==> config.mk <==
export PLATFORM = sky130hd
export DESIGN_NAME = nmc_regs
export DESIGN_NICKNAME = d
export VERILOG_FILES = /design/src/logic/nmc_pkg.sv /design/src/logic/nmc_regs.sv
export SDC_FILE = /design/constraint.sdc
export NUM_CORES = 1
export LEC_CHECK = 0
export ABC_AREA = 1
export BUFFER_PORTS_ARGS = -buffer_cell sky130_fd_sc_hd__buf_2
export CELL_PAD_IN_SITES_DETAIL_PLACEMENT = 1
export CELL_PAD_IN_SITES_GLOBAL_PLACEMENT = 1
export CORE_ASPECT_RATIO = 0.8
export CORE_MARGIN = 5
export CORE_UTILIZATION = 38
export CTS_BUF_LIST = sky130_fd_sc_hd__clkbuf_8
export DETAILED_ROUTE_END_ITERATION = 7
export MAX_ROUTING_LAYER = met4
export PLACE_DENSITY_LB_ADDON = 0.1
export SETUP_SLACK_MARGIN = 0.02
export SYNTH_ARGS = -nofsm -noshare
export SYNTH_HDL_FRONTEND = slang
export SYNTH_SLANG_ARGS = --single-unit
==> constraint.sdc <==
create_clock -name i_clock -period 2.65 [get_ports i_clock]
set_clock_uncertainty 0.2 [all_clocks]
set_input_delay 0.265 -clock i_clock [delete_from_list [all_inputs] [get_ports i_clock]]
set_output_delay 0.265 -clock i_clock [all_outputs]
set_load 0.005 [all_outputs]
==> src/logic/nmc_pkg.sv <==
// Constants for the numeric move command register bank
package nmc_pkg;
  // Register word addresses
  localparam logic [15:0] NMC_ADDR_TARGET_HI = 16'h9900;
  localparam logic [15:0] NMC_ADDR_TARGET_LO = 16'h9901;
  localparam logic [15:0] NMC_ADDR_BAND_HI = 16'h9902;
  localparam logic [15:0] NMC_ADDR_BAND_LO = 16'h9903;
  localparam logic [15:0] NMC_ADDR_SPEED_HI = 16'h9904;
  localparam logic [15:0] NMC_ADDR_SPEED_LO = 16'h9905;
  localparam logic [15:0] NMC_ADDR_ACCEL = 16'h9906;
  localparam logic [15:0] NMC_ADDR_PUSH = 16'h9907;
  localparam logic [15:0] NMC_ADDR_FLAGS = 16'h9908;
  // Value ranges
  localparam logic [31:0] NMC_SPEED_MIN = 32'h0000_0001;
  localparam logic [31:0] NMC_SPEED_MAX = 32'h000f_423f;
  localparam logic [15:0] NMC_ACCEL_MIN = 16'h0001;
  localparam logic [15:0] NMC_ACCEL_MAX = 16'h012c;
  localparam logic [31:0] NMC_BAND_DEFAULT = 32'h0000_000a;
  // Reset values
  localparam logic [31:0] NMC_RST_TARGET = 32'h0000_0000;
  localparam logic [15:0] NMC_RST_PUSH = 16'h0000;
  localparam logic [15:0] NMC_RST_FLAGS = 16'h0000;
  // Control flag fields
  localparam int NMC_F_PUSH = 1;
  localparam int NMC_F_DIR = 2;
  localparam int NMC_F_INC = 3;
  localparam int NMC_F_GAIN = 4;
  localparam int NMC_F_PROF = 6;
  localparam int NMC_F_VIB = 12;
  localparam logic [15:0] NMC_FLAGS_MASK = 16'h30fe;
  // Acceleration profile codes
  typedef enum logic [1:0] {
    NMC_PROF_TRAP = 2'h0,
    NMC_PROF_SCURVE = 2'h1,
    NMC_PROF_DELAY = 2'h2,
    NMC_PROF_BAD = 2'h3
  } nmc_prof_e;
endpackage

==> src/logic/nmc_regs.sv <==
// Numeric move command register bank with move launch and alarm logic
`timescale 1ns/1ps

module nmc_regs #(
  parameter int WORD_W = 16
) (
  // Clock and reset
  input wire logic i_clock,
  input wire logic i_rst_b,
  // Register write port, one word per strobe
  input wire logic i_wr_valid,
  input wire logic [WORD_W-1:0] i_wr_addr,
  input wire logic [WORD_W-1:0] i_wr_data,
  input wire logic i_wr_last,
  // Register read port
  input wire logic i_rd_valid,
  input wire logic [WORD_W-1:0] i_rd_addr,
  output logic [WORD_W-1:0] o_rd_data,
  output logic o_rd_ack,
  // Device parameters and motion feedback
  input wire logic [31:0] i_max_speed,
  input wire logic [15:0] i_max_accel,
  input wire logic [31:0] i_default_speed,
  input wire logic [15:0] i_default_accel,
  input wire logic [31:0] i_current_position,
  input wire logic i_move_done,
  // Move command
  output logic o_move_start,
  output logic o_move_alarm,
  output logic [31:0] o_move_target,
  output logic [31:0] o_move_band,
  output logic [31:0] o_move_speed,
  output logic [15:0] o_move_accel,
  output logic [15:0] o_push_limit,
  output logic o_push_mode,
  output logic o_push_reverse,
  output logic [1:0] o_gain_set,
  output nmc_pkg::nmc_prof_e o_accel_profile,
  output logic [1:0] o_vib_set
);
  import nmc_pkg::*;

  //--------------------------------------------------
  // State
  //--------------------------------------------------
  typedef struct packed {
    // Programmed registers
    logic [31:0] target_position;
    logic [31:0] position_band;
    logic [31:0] move_speed;
    logic [15:0] accel_decel;
    logic [15:0] push_current_limit;
    logic [15:0] motion_control_flags;

    // Written since the last finished move
    logic band_wr;
    logic speed_wr;
    logic accel_wr;

    // Query tracking
    logic trig;
    logic go;

    // Read answer
    logic [15:0] rd_data;
    logic rd_ack;

    // Issued move
    logic start;
    logic alarm;
    logic [31:0] m_target;
    logic [31:0] m_band;
    logic [31:0] m_speed;
    logic [15:0] m_accel;
    logic [15:0] m_push;
    logic push_mode;
    logic push_rev;
    logic [1:0] gain;
    nmc_prof_e prof;
    logic [1:0] vib;
  } nmc_state_s;

  nmc_state_s s;
  nmc_state_s next_s;

  //--------------------------------------------------
  // Next state
  //--------------------------------------------------
  always_comb begin
    logic wr_trig;
    logic [31:0] eff_speed;
    logic [15:0] eff_accel;
    logic [31:0] base;
    logic push;
    logic speed_bad;
    logic accel_bad;
    logic prof_bad;
    wr_trig = 1'b0;
    eff_speed = 32'h0;
    eff_accel = 16'h0;
    base = 32'h0;
    push = 1'b0;
    speed_bad = 1'b0;
    accel_bad = 1'b0;
    prof_bad = 1'b0;
    next_s = s;
    next_s.start = 1'b0;
    next_s.alarm = 1'b0;
    next_s.rd_ack = 1'b0;
    next_s.go = 1'b0;
    //--------------------------------------------------
    // Restore after a move
    //--------------------------------------------------
    // Flags fall back to default once a move finishes
    if (i_move_done) begin
      next_s.motion_control_flags = NMC_RST_FLAGS;
      next_s.band_wr = 1'b0;
      next_s.speed_wr = 1'b0;
      next_s.accel_wr = 1'b0;
    end
    //--------------------------------------------------
    // Register writes
    //--------------------------------------------------
    // Word writes; a write in the same cycle beats the restore
    if (i_wr_valid) begin
      unique case (i_wr_addr)
        NMC_ADDR_TARGET_HI: begin
          next_s.target_position[31:16] = i_wr_data;
        end
        NMC_ADDR_TARGET_LO: begin
          next_s.target_position[15:0] = i_wr_data;
          wr_trig = 1'b1;
        end
        NMC_ADDR_BAND_HI: begin
          next_s.position_band[31:16] = i_wr_data;
          next_s.band_wr = 1'b1;
        end
        NMC_ADDR_BAND_LO: begin
          next_s.position_band[15:0] = i_wr_data;
          next_s.band_wr = 1'b1;
        end
        NMC_ADDR_SPEED_HI: begin
          next_s.move_speed[31:16] = i_wr_data;
          next_s.speed_wr = 1'b1;
        end
        NMC_ADDR_SPEED_LO: begin
          next_s.move_speed[15:0] = i_wr_data;
          next_s.speed_wr = 1'b1;
          wr_trig = 1'b1;
        end
        NMC_ADDR_ACCEL: begin
          next_s.accel_decel = i_wr_data;
          next_s.accel_wr = 1'b1;
          wr_trig = 1'b1;
        end
        NMC_ADDR_PUSH: begin
          next_s.push_current_limit = i_wr_data;
          wr_trig = 1'b1;
        end
        NMC_ADDR_FLAGS: begin
          // Unassigned bits are never stored
          next_s.motion_control_flags = i_wr_data & NMC_FLAGS_MASK;
        end
        default: begin
        end
      endcase
      //--------------------------------------------------
      // Query end
      //--------------------------------------------------
      // Launch once the whole query has landed, so a trigger word
      // early in the query still sees the later words of that query
      if (i_wr_last) begin
        next_s.go = s.trig | wr_trig;
        next_s.trig = 1'b0;
      end else begin
        next_s.trig = s.trig | wr_trig;
      end
    end
    //--------------------------------------------------
    // Move launch
    //--------------------------------------------------
    if (s.go) begin
      eff_speed = s.speed_wr ? s.move_speed : i_default_speed;
      eff_accel = s.accel_wr ? s.accel_decel : i_default_accel;
      push = s.motion_control_flags[NMC_F_PUSH];
      // Relative moves add length units, never pulses
      base = push ? i_current_position : s.m_target;
      // Out-of-range values alarm, but the move is still issued
      speed_bad = (eff_speed > i_max_speed) ||
        (eff_speed < NMC_SPEED_MIN) || (eff_speed > NMC_SPEED_MAX);
      accel_bad = (eff_accel > i_max_accel) ||
        (eff_accel < NMC_ACCEL_MIN) || (eff_accel > NMC_ACCEL_MAX);
      prof_bad = (s.motion_control_flags[NMC_F_PROF +: 2] == NMC_PROF_BAD);
      next_s.start = 1'b1;
      next_s.alarm = speed_bad | accel_bad | prof_bad;
      next_s.m_target = s.motion_control_flags[NMC_F_INC] ?
        base + s.target_position : s.target_position;
      next_s.m_band = s.band_wr ? s.position_band : NMC_BAND_DEFAULT;
      next_s.m_speed = eff_speed;
      next_s.m_accel = eff_accel;
      next_s.m_push = s.push_current_limit;
      next_s.push_mode = push;
      next_s.push_rev = push & s.motion_control_flags[NMC_F_DIR];
      next_s.gain = s.motion_control_flags[NMC_F_GAIN +: 2];
      next_s.prof = nmc_prof_e'(s.motion_control_flags[NMC_F_PROF +: 2]);
      next_s.vib = s.motion_control_flags[NMC_F_VIB +: 2];
    end
    //--------------------------------------------------
    // Read back
    //--------------------------------------------------
    // Answer one cycle later; data holds until the next read
    if (i_rd_valid) begin
      next_s.rd_ack = 1'b1;
      unique case (i_rd_addr)
        NMC_ADDR_TARGET_HI: next_s.rd_data = s.target_position[31:16];
        NMC_ADDR_TARGET_LO: next_s.rd_data = s.target_position[15:0];
        NMC_ADDR_BAND_HI: next_s.rd_data = s.position_band[31:16];
        NMC_ADDR_BAND_LO: next_s.rd_data = s.position_band[15:0];
        NMC_ADDR_SPEED_HI: next_s.rd_data = s.move_speed[31:16];
        NMC_ADDR_SPEED_LO: next_s.rd_data = s.move_speed[15:0];
        NMC_ADDR_ACCEL: next_s.rd_data = s.accel_decel;
        NMC_ADDR_PUSH: next_s.rd_data = s.push_current_limit;
        NMC_ADDR_FLAGS: next_s.rd_data = s.motion_control_flags;
        // Unmapped words read as zero
        default: next_s.rd_data = 16'h0000;
      endcase
    end
  end

  //--------------------------------------------------
  // State register
  //--------------------------------------------------
  always_ff @(posedge i_clock or negedge i_rst_b) begin
    if (!i_rst_b) begin
      s.band_wr <= 1'b0;
      s.speed_wr <= 1'b0;
      s.accel_wr <= 1'b0;
      s.trig <= 1'b0;
      s.go <= 1'b0;
      s.rd_data <= 16'h0000;
      s.rd_ack <= 1'b0;
      s.start <= 1'b0;
      s.alarm <= 1'b0;
      s.m_target <= NMC_RST_TARGET;
      s.m_speed <= 32'h0000_0000;
      s.m_accel <= 16'h0000;
      s.m_push <= 16'h0000;
      s.push_mode <= 1'b0;
      s.push_rev <= 1'b0;
      s.gain <= 2'h0;
      s.vib <= 2'h0;
      s.target_position <= NMC_RST_TARGET;
      s.position_band <= NMC_BAND_DEFAULT;
      s.move_speed <= NMC_SPEED_MIN;
      s.accel_decel <= NMC_ACCEL_MIN;
      s.push_current_limit <= NMC_RST_PUSH;
      s.motion_control_flags <= NMC_RST_FLAGS;
      s.m_band <= NMC_BAND_DEFAULT;
      s.prof <= NMC_PROF_TRAP;
    end else begin
      s <= next_s;
    end
  end

  //--------------------------------------------------
  // Outputs, each straight from the state register
  //--------------------------------------------------
  assign o_rd_data = s.rd_data;
  assign o_rd_ack = s.rd_ack;
  assign o_move_start = s.start;
  assign o_move_alarm = s.alarm;
  assign o_move_target = s.m_target;
  assign o_move_band = s.m_band;
  assign o_move_speed = s.m_speed;
  assign o_move_accel = s.m_accel;
  assign o_push_limit = s.m_push;
  assign o_push_mode = s.push_mode;
  assign o_push_reverse = s.push_rev;
  assign o_gain_set = s.gain;
  assign o_accel_profile = s.prof;
  assign o_vib_set = s.vib;
endmodule

# Word level (Yosys, flattened, before mapping)
# Cells that the tools add are included.
# word_totals
reg_bits,304
latchBits,0
ramBits,0
rom_bits,0
input_bits,182
output_inout_bits,155
elab_cells,91
n_memories,0
# classes
add_sub_neg,1
multipliers,0
div_mod_pow,0
order_cmp,6
n_eq_ne,19
n_shift,0
n_mux,18
bitwise,4
reduce_logical,15
# ops
operator,n
$eq 16x16->1 const B,18
$pmux 16 s9,1
$mux 138,1
$mux 32,4
$add 32x32->32,1
$gt 32x20->1 const B,1
$gt 32x32->1,1
$lt 32x1->1 const B,1
$mux 16,2
$mux 21,1
$mux 19,1
$gt 16x16->1,1
$gt 16x9->1 const B,1
$lt 16x1->1 const B,1
$reduce_and 2->1,8
$mux 1,8
$logic_or 1x1->1,4
$reduce_or 2->1,2
$reduce_or 4->1,1
$or 1x1->1,3
$eq 2x2->1 const B,1
$and 1x1->1,1

# Logic depth before layout (Yosys ltp)
# Gate-level depths: netlist of run 1.
# logic_depth
word_depth,7
mapped_depth,21
ltp_nobuf,19

# Least setup slack after synthesis of run 1
# OpenSTA, ideal clock, no wires.
# synth_path
path_kind,reg-to-reg
start,register s[161] (netlist name)
end,"register s, in the netlist o_move_target[30]"
setup_time_ps,116
arrival_time_ps,2352
required_time_ps,2334
path_slack_ps,-18
stages_incl_launch_ff,20
synth_period_minus_slack_ps,2668
path_cell_list,dfrtp_1 -> clkbuf_1 -> clkbuf_1 -> nand2_1 -> o21ai_0 -> ha_1 -> inv_1 -> fa_1 -> inv_1 -> nand3_1 -> nand2_1 -> nand2_1 -> nand2_1 -> nand3_1 -> nand2_1 -> nand2_1 -> nand3_1 -> nand3_1 -> nand2_1 -> nand2_1
# synth_via
elab_chain_cells,3
# synth_lines
element,line,source
start: declaration,nmc_regs.sv:83,nmc_state_s s;
$mux 32,nmc_regs.sv:187,base = push ? i_current_position : s.m_target;
$add 32x32->32,nmc_regs.sv:197,base + s.target_position : s.target_position;
$mux 32,nmc_regs.sv:196,next_s.m_target = s.motion_control_flags[NMC_F_INC] ?
# Every way passes these cells.
# A chain may end at the register's enable or synchronous reset.

# Final worst setup path of run 1
# layout_path
start,register s[161] (netlist name)
end,"register s, in the netlist o_move_target[17]"
# Same word-level chain as after synthesis.

==> results.md, run 1 <==
- Post-synth EDFFs: 0
- Worst EP required: 3000 ps
- Crit-path leading delay family: simple AND/OR/NAND/NOR gates
- Final period utilization: 1.017
- Worst R2R Path Depth: 16
- Routed WL: 76460 µm
- Count of cell types in the netlist: 44
- Final hold violations: 0
- GRT Util Overall: 0.2758
- Core Box Area: 48560 µm²
- Vias: around 19000
- Seq pwr share: 0.398
- Hold depth: 6
- CP startpoint kind: flip-flop
- Crit Path Class: flip-flop to flip-flop
- Die Ht: 208.6 µm
- Cts bufs inserted: 55
- Clock slew seen by the registers of the worst setup and hold paths: 70 ps
- Area delta synth->final: 28.83%
- Post-layout min period: 2694 ps
- Starting Density: 0.3857
- Die X: between 200 and 300 µm
- Tightest Pin Transition: 706.7 ps
- Path type of the worst min-delay path: primary input to flip-flop
- Root buffer cell: clkbuf_8
- Number of global-route vias before repair: 18820
- F_max: 371.2 MHz
- Final setup vio count: 6
- Violated checks: setup timing
- Net Sw Frac: 0.3143
- Layout Nets: about 3200
- Area leader, netlist: dfrtp_1
- FP Rows: 72
- Clock sink count: between 300 and 400
- Post-Layout Cell Count: 3642
- Share of layout cells above drive strength 1: 0.2683
- Share of the synthesized area in the top cell type: 0.3982
- Drt drc: 0
- Leakage: 12.67 nW
- Worst ir drop on vdd: 0.3137 mV
- WP data arrival: 3050 ps
- Seq/Total Area, Yosys: 0.4066
- Fillers: 6088
- Slew Limit Fails: 0
- Placed insts: 3427
- CP peak stage delay: 460 ps
- CTS max path bufs: 3
- Synth Net Count: between 2000 and 3000
- RD Place Congestion: 0.9240
- Most common flop cell mapped by yosys: dfrtp_1
- Power per Cell Area: around 530 nW/µm²
- Die ar.: 53850 µm²
- Comb pwr share: 0.224
- Vias/cell: 5.114
- # IOs: around 340
- CP cell instances: buf_6, buf_6, o21ai_2, inv_1, ha_1, nand2_1, o21ai_2, nand2_1, nand2_2, nand2_1, nand2_4, nand2_1, nand3_1, nand2_1, o21ai_1, nand2_1
- Register bit total from synthesis: 304
- Drt initial violations: 1132
- RSZ-0062 raised after global routing: true
- Post-DP HPWL: about 56000 µm
- Crit end category: flip-flop
- First-pass DRT Iterations: 5
- H-tree levels: 2
- Post-layout worst setup margin: -43.89 ps
- Most common cell in the synthesized netlist: nand2_1
- Commonest cells in the synthesized netlist: nand2_1, inv_1, dfrtp_1
- WP buf/inv: 3
- Levels on crit path: 16
- Max cap viols: 0
- Switching power total: approximately 4.0 mW
- First-pass GRT wire length: 112600 µm
- Max_slew headroom: 0.5284
- Power share of the clock group: 0.379
- CP max FO: 7
- Average wire per standard cell: approximately 21 µm
- P_int: 8.766 mW
- Routed Antenna Nets: 0
- Largest net degree at the start of global routing: 120
- Critical path's most frequent cell: nand2_1
- CP max stage cell: dfrtp_2
- Port bufs: 336
- Area of the mapped netlist: 18730 µm²
- YS warnings: 0
- Ys async rst share: 1.000
- Status: finished, violations left
- Synth Area per Inst: 7.195 µm²
- Initial antenna violation count: 5
- CTS tree: built
- Grt total ovfl: 0
- Worst hold slack: between 20 and 25 ps
- Top cells by area, synth: dfrtp_1, nand2_1, buf_4
- Cells after Synth: about 2600
- Clock latency on the worst-skew pair: 670 ps
## worst min-delay path, delay by kind of cell
family | cells | cell delay [ps]
buffers and inverters | 2 | 260
AND/OR/NAND/NOR | 2 | 160
AO/OA/AOI/OAI | 2 | 150
## area by class of cell
cell class	count	area (µm²)	share of cell area
flip-flops and latches	304	7617	0.3157
diodes	5	12.51	0.0005185
clock buffers	72	991.0	0.04107
multi-input cells	1734	9499	0.3937
inverters	315	1197	0.04962
well taps	629	787.0	0.03262
repair buffers	555	3841	0.1592
clock inverters	28	183.9	0.007622
## per-layer routing
layer,track usage,share of wire,up-vias
met5,-,0,-
met2,0.4265,0.46,431
met1,0.3906,0.47,9325
met4,0.04706,0.016,0
met3,0.04622,0.053,76
li1,-,-,8793
## kinds of logic (layout without fill, tap and decap cells)
family | Yosys count | count (layout) | synth area share
simple gates | 1209 | 1209 | 0.2595
flops | 304 | 304 | 0.4066
buf+inv | 565 | 970 | 0.1501
other cells | 0 | 5 | 0
compound gates | 431 | 431 | 0.1235
fa+ha+maj | 80 | 80 | 0.05384
xor+xnor | 14 | 14 | 0.006547
## placed cells by master (no fill, tap or decap), types with 7 or more instances in the layout
cell,instances
o21ai_2,16
clkinv_2,7
dlygate4sd3_1,80
buf_2,335
nor2_4,15
nand3_2,13
nor2_1,130
nand4_1,9
buf_6,8
dfrtp_1,296
nand2_2,56
and2_1,7
nand3_1,56
inv_2,15
a21oi_4,10
o21ai_1,145
xor2_1,13
a21oi_2,25
nor2_2,11
buf_4,110
inv_1,312
ha_1,53
buf_12,11
nand2_1,853
a21oi_1,44
nor3_1,15
ha_4,25
nand2_4,19
clkbuf_8,72
a31oi_1,7
a22o_1,30
o21ai_0,136
## through the flow
step,area [µm²],setup TNS [ps],worst slack (ps),total power [mW],utilization
6_report,24130,-89.29,-43.89,12.79,0.4969
5_1_grt,24130,-1969,-184.2,13.39,0.4969
4_1_cts,22720,0,1.359,12.37,0.4679
3_5_place_dp,20530,-1733,-226.7,7.309,0.4228
3_3_place_gp,20530,-601.1,-143.0,7.252,0.4228
2_1_floorplan,18730,0,67.11,6.447,-
## registers in the layout, indices dropped and copies added, names as in the netlist
name	count
o_rd_ack	1
o_move_speed	32
o_rd_data	16
o_move_accel	16
o_gain_set	2
o_move_target	32
o_push_limit	16
o_vib_set	2
o_accel_profile	2
o_push_mode	1
o_move_band	32
o_push_reverse	1
s	149
o_move_start	1
o_move_alarm	1
## power by group through the flow
| stage | registers, mW | clock network [mW] | logic [mW] |
|---|---|---|---|
| floorplan | 5.09 | 0 | 1.36 |
| global placement | 5.16 | 0 | 2.10 |
| detailed placement | 5.16 | 0 | 2.15 |
| CTS | 5.08 | 4.97 | 2.32 |
| global route | 5.11 | 5.17 | 3.11 |
| finish | 5.08 | 4.84 | 2.86 |
## timing repair
| item | CTS | global route |
|---|---|---|
| endpoints found under the setup margin | 23 | 30 |
| setup buffers | 2 | 22 |
| resized for setup | 45 | 296 |
| hold buffers | 81 | 1 |
| cloned | 0 | 6 |
| pin swaps | 2 | 65 |
| hold endpoints to repair | 474 | 2 |
## final timing paths
kind	start	end	slack, ps
worst max register to register	s[161]$_DFF_PN0_	o_move_target[17]$_DFFE_PN0P_	-40
worst min-delay path	i_wr_addr[8]	s[159]$_DFF_PN0_	20
worst max-delay path	s[161]$_DFF_PN0_	o_move_target[17]$_DFFE_PN0P_	-40
min in group asynchronous	i_rst_b	o_move_speed[21]$_DFFE_PN0P_	40
max in group asynchronous	i_rst_b	s[161]$_DFF_PN0_	1720
worst min register to register	o_gain_set[0]$_DFFE_PN0P_	o_gain_set[0]$_DFFE_PN0P_	280
(Power assumes the default switching activity.)
==> run 2: changes to the inputs <==
--- a/config.mk
+++ b/config.mk
@@ -11,8 +11,8 @@
 export CELL_PAD_IN_SITES_GLOBAL_PLACEMENT = 1
 export CORE_ASPECT_RATIO = 0.8
 export CORE_MARGIN = 5
-export CORE_UTILIZATION = 38
-export CTS_BUF_LIST = sky130_fd_sc_hd__clkbuf_8
+export CORE_UTILIZATION = 37
+export CTS_BUF_LIST = sky130_fd_sc_hd__clkbuf_16
 export DETAILED_ROUTE_END_ITERATION = 7
 export MAX_ROUTING_LAYER = met4
 export PLACE_DENSITY_LB_ADDON = 0.1
==> run 2 against run 1 <==
Effect of this change:
- the flow finishes with violations (hold timing)
- critical path depth shrank 1
- critical path type unchanged
- final area grew 0.20%
- flip-flop and latch count unchanged
==> results.md, run 2 (synthesis gave the netlist of run 1 again) <==
- Status: finished, violations left (unchanged)
- Violated checks: hold timing (was setup timing)
- Worst ir drop on vdd: 0.4356 mV (was 0.3137 mV)
- Vias/cell: 5.026 (was 5.114)
- Grt total ovfl: 0 (unchanged)
- Worst EP required: 2890 ps (was 3000 ps)
- Starting Density: 0.3756 (was 0.3857)
- Die Ht: 211.2 µm (was 208.6 µm)
- Max cap viols: 0 (unchanged)
- CTS tree: built (unchanged)
- Max_slew headroom: 0.5513 (was 0.5284)
- Routed WL: 76870 µm (was 76460 µm)
- WP data arrival: 2890 ps (was 3050 ps)
- Most frequent cells in the layout: nand2_1, buf_2, inv_1, dfrtp_1 (was nand2_1, buf_2, inv_1, dfrtp_1, o21ai_1)
- Number of global-route vias before repair: 18840 (was 18820)
- Met3 Use GR: 0.04637 (was 0.04622)
- Placed insts: 3500 (was 3427)
- Tightest Pin Transition: 672.3 ps (was 706.7 ps)
- Worst hold slack: -17.07 ps (was 21.79 ps)
- Leakage: 12.58 nW (was 12.67 nW)
- Post-layout min period: 2645 ps (was 2694 ps)
- Crit end category: flip-flop (unchanged)
- Met2 usage: 0.4217 (was 0.4265)
- CTS max path bufs: 3 (unchanged)
- Clock sink count: 304 (unchanged)
- Core Box Area: 49870 µm² (was 48560 µm²)
- Final hold violations: 2 (was 0)
- Power per Cell Area: 541.6 nW/µm² (was 529.9 nW/µm²)
- CP startpoint kind: flip-flop (unchanged)
- Routed Antenna Nets: 0 (unchanged)
- Biggest register: s (unchanged)
- Die X: 261.5 µm (was 258.2 µm)
- Clock slew seen by the registers of the worst setup and hold paths: 60 ps (was 70 ps)
- Clock latency on the worst-skew pair: 560 ps (was 670 ps)
- Drt drc: 0 (unchanged)
- Path type of the worst min-delay path: primary input to flip-flop (unchanged)
- Max reg flops: 149 (unchanged)
- F_max: 378.1 MHz (was 371.2 MHz)
- Drt initial violations: 1131 (was 1132)
- Worst R2R Path Depth: 15 (was 16)
- FP Rows: 73 (was 72)
- DP Area: 20780 µm² (was 20530 µm²)
- First-pass DRT Iterations: 7 (was 5)
- Area delta synth->final: 29.09% (was 28.83%)
- First-pass GRT wire length: 111900 µm (was 112600 µm)
- CP max FO: 6 (was 7)
- Design Area, Final: 24180 µm² (was 24130 µm²)
- Die ar.: 55250 µm² (was 53850 µm²)
- Root buffer cell: clkbuf_16 (was clkbuf_8)
- Final period utilization: 0.9982 (was 1.017)
- RSZ-0062 raised after global routing: true (unchanged)
- Slew Limit Fails: 0 (unchanged)
- Final core occ: 0.4848 (was 0.4969)
- Commonest non-fill, non-tap cell in the layout: nand2_1 (unchanged)
- Layout Nets: 3220 (was 3227)
- RD Place Congestion: 0.9138 (was 0.9240)
- Vias: 18420 (was 18630)
- Post-Layout Cell Count: 3666 (was 3642)
- Share of layout cells above drive strength 1: 0.2704 (was 0.2683)
- Port bufs: 336 (unchanged)
- H-tree levels: 2 (unchanged)
- Cts bufs inserted: 37 (was 55)
- Post-DP HPWL: 57250 µm (was 56330 µm)
- Crit Path Class: flip-flop to flip-flop (unchanged)
- # IOs: 337 (unchanged)
- Average wire per standard cell: 20.97 µm (was 20.99 µm)
- Met1 capacity usage during global routing: 0.3763 (was 0.3906)
- Initial antenna violation count: 12 (was 5)
- Final setup vio count: 0 (was 6)
- GRT Util Overall: 0.2710 (was 0.2758)
- GR peak layer: met2 (unchanged)
- Tot Pwr: 13.09 mW (was 12.79 mW)
- Hold depth: 4 (was 6)
- Largest net degree at the start of global routing: 92 (was 120)
[run 2: cell types whose count changed in the layout (fill, tap and decap cells not counted), moves of 5 or more]
| cell | before | now |
|---|---|---|
| a21oi_2 | 25 | 33 |
| nand3_1 | 56 | 62 |
| dlygate4sd3_1 | 80 | 67 |
| clkbuf_16 | 5 | 43 |
| o21ai_1 | 145 | 139 |
| clkbuf_8 | 72 | 0 |
| nor2_2 | 11 | 16 |
| clkinv_1 | 0 | 9 |
| inv_1 | 312 | 300 |
| ha_1 | 53 | 48 |
| buf_4 | 110 | 137 |
| a21oi_4 | 10 | 2 |
[run 2: area by class of cell]
cell class                 count  area [µm²]
fill                        6275       25690
multi-input combinational   1734        9434
sequential                   304        7620
timing repair buffer         564        3829
inverter                     315        1200
clock buffer                  39       975.9
tap                          675       844.6
clock inverter                27       241.5
timing repair inverter         2       17.52
antenna                        6       15.01
[run 2: repair_timing]
action,4_1_cts,5_1_grt
gates cloned,0,8
hold buffers,66,1
endpoints found under the hold margin,370,1
setup buffers,1,18
pin swaps,3,60
endpoints found under the setup margin,27,27
gates resized for setup,52,270
[run 2: per-stage QoR]
step / setup TNS, ps / setup slack (ps)
after floorplan: 0 / 67.11
after global placement: -1575 / -171.9
after detailed placement: -3581 / -211.0
after CTS: -3.831 / -3.831
after global routing: -1441 / -123.3
final: 0 / 4.862
[run 2: final timing paths]
path	from	to	slack, ps
worst min-delay path	i_default_accel[11]	o_move_accel[11]$_DFFE_PN0P_	-20
worst min register to register	o_accel_profile[0]$_DFFE_PN0P_	o_accel_profile[0]$_DFFE_PN0P_	270
worst max register to register	s[158]$_DFF_PN0_	o_move_alarm$_DFF_PN0_	5
worst max-delay path	s[158]$_DFF_PN0_	o_move_alarm$_DFF_PN0_	5
min in group asynchronous	i_rst_b	s[160]$_DFF_PN0_	50
max in group asynchronous	i_rst_b	s[171]$_DFF_PN0_	1320
[run 2: per-layer routing]
layer | routed length, µm | share of wire
met1 | 35140 | 0.46
met2 | 35240 | 0.46
met4 | 1471 | 0.019
met5 | 0 | 0
met3 | 5013 | 0.065
[run 2: power by group]
group	total, mW	switching (mW)	internal, mW
logic	2.78	1.57	1.21
clock network	5.25	2.19	3.06
registers	5.07	0.173	4.90
total	13.1	3.92	9.17
[run 2: worst max-delay path, cell delays in order, from the launching register on]
cell and delay (ps):
dfrtp_4 500, buf_8 160, clkbuf_16 180, o21ai_4 180
inv_1 100, ha_4 280, nand2_1 80, nor2_2 120
nand4_1 110, nor2_2 130, buf_4 160, nand4_1 90
nand2_1 70, nand3_1 70, nand2_1 70, inv_1 50
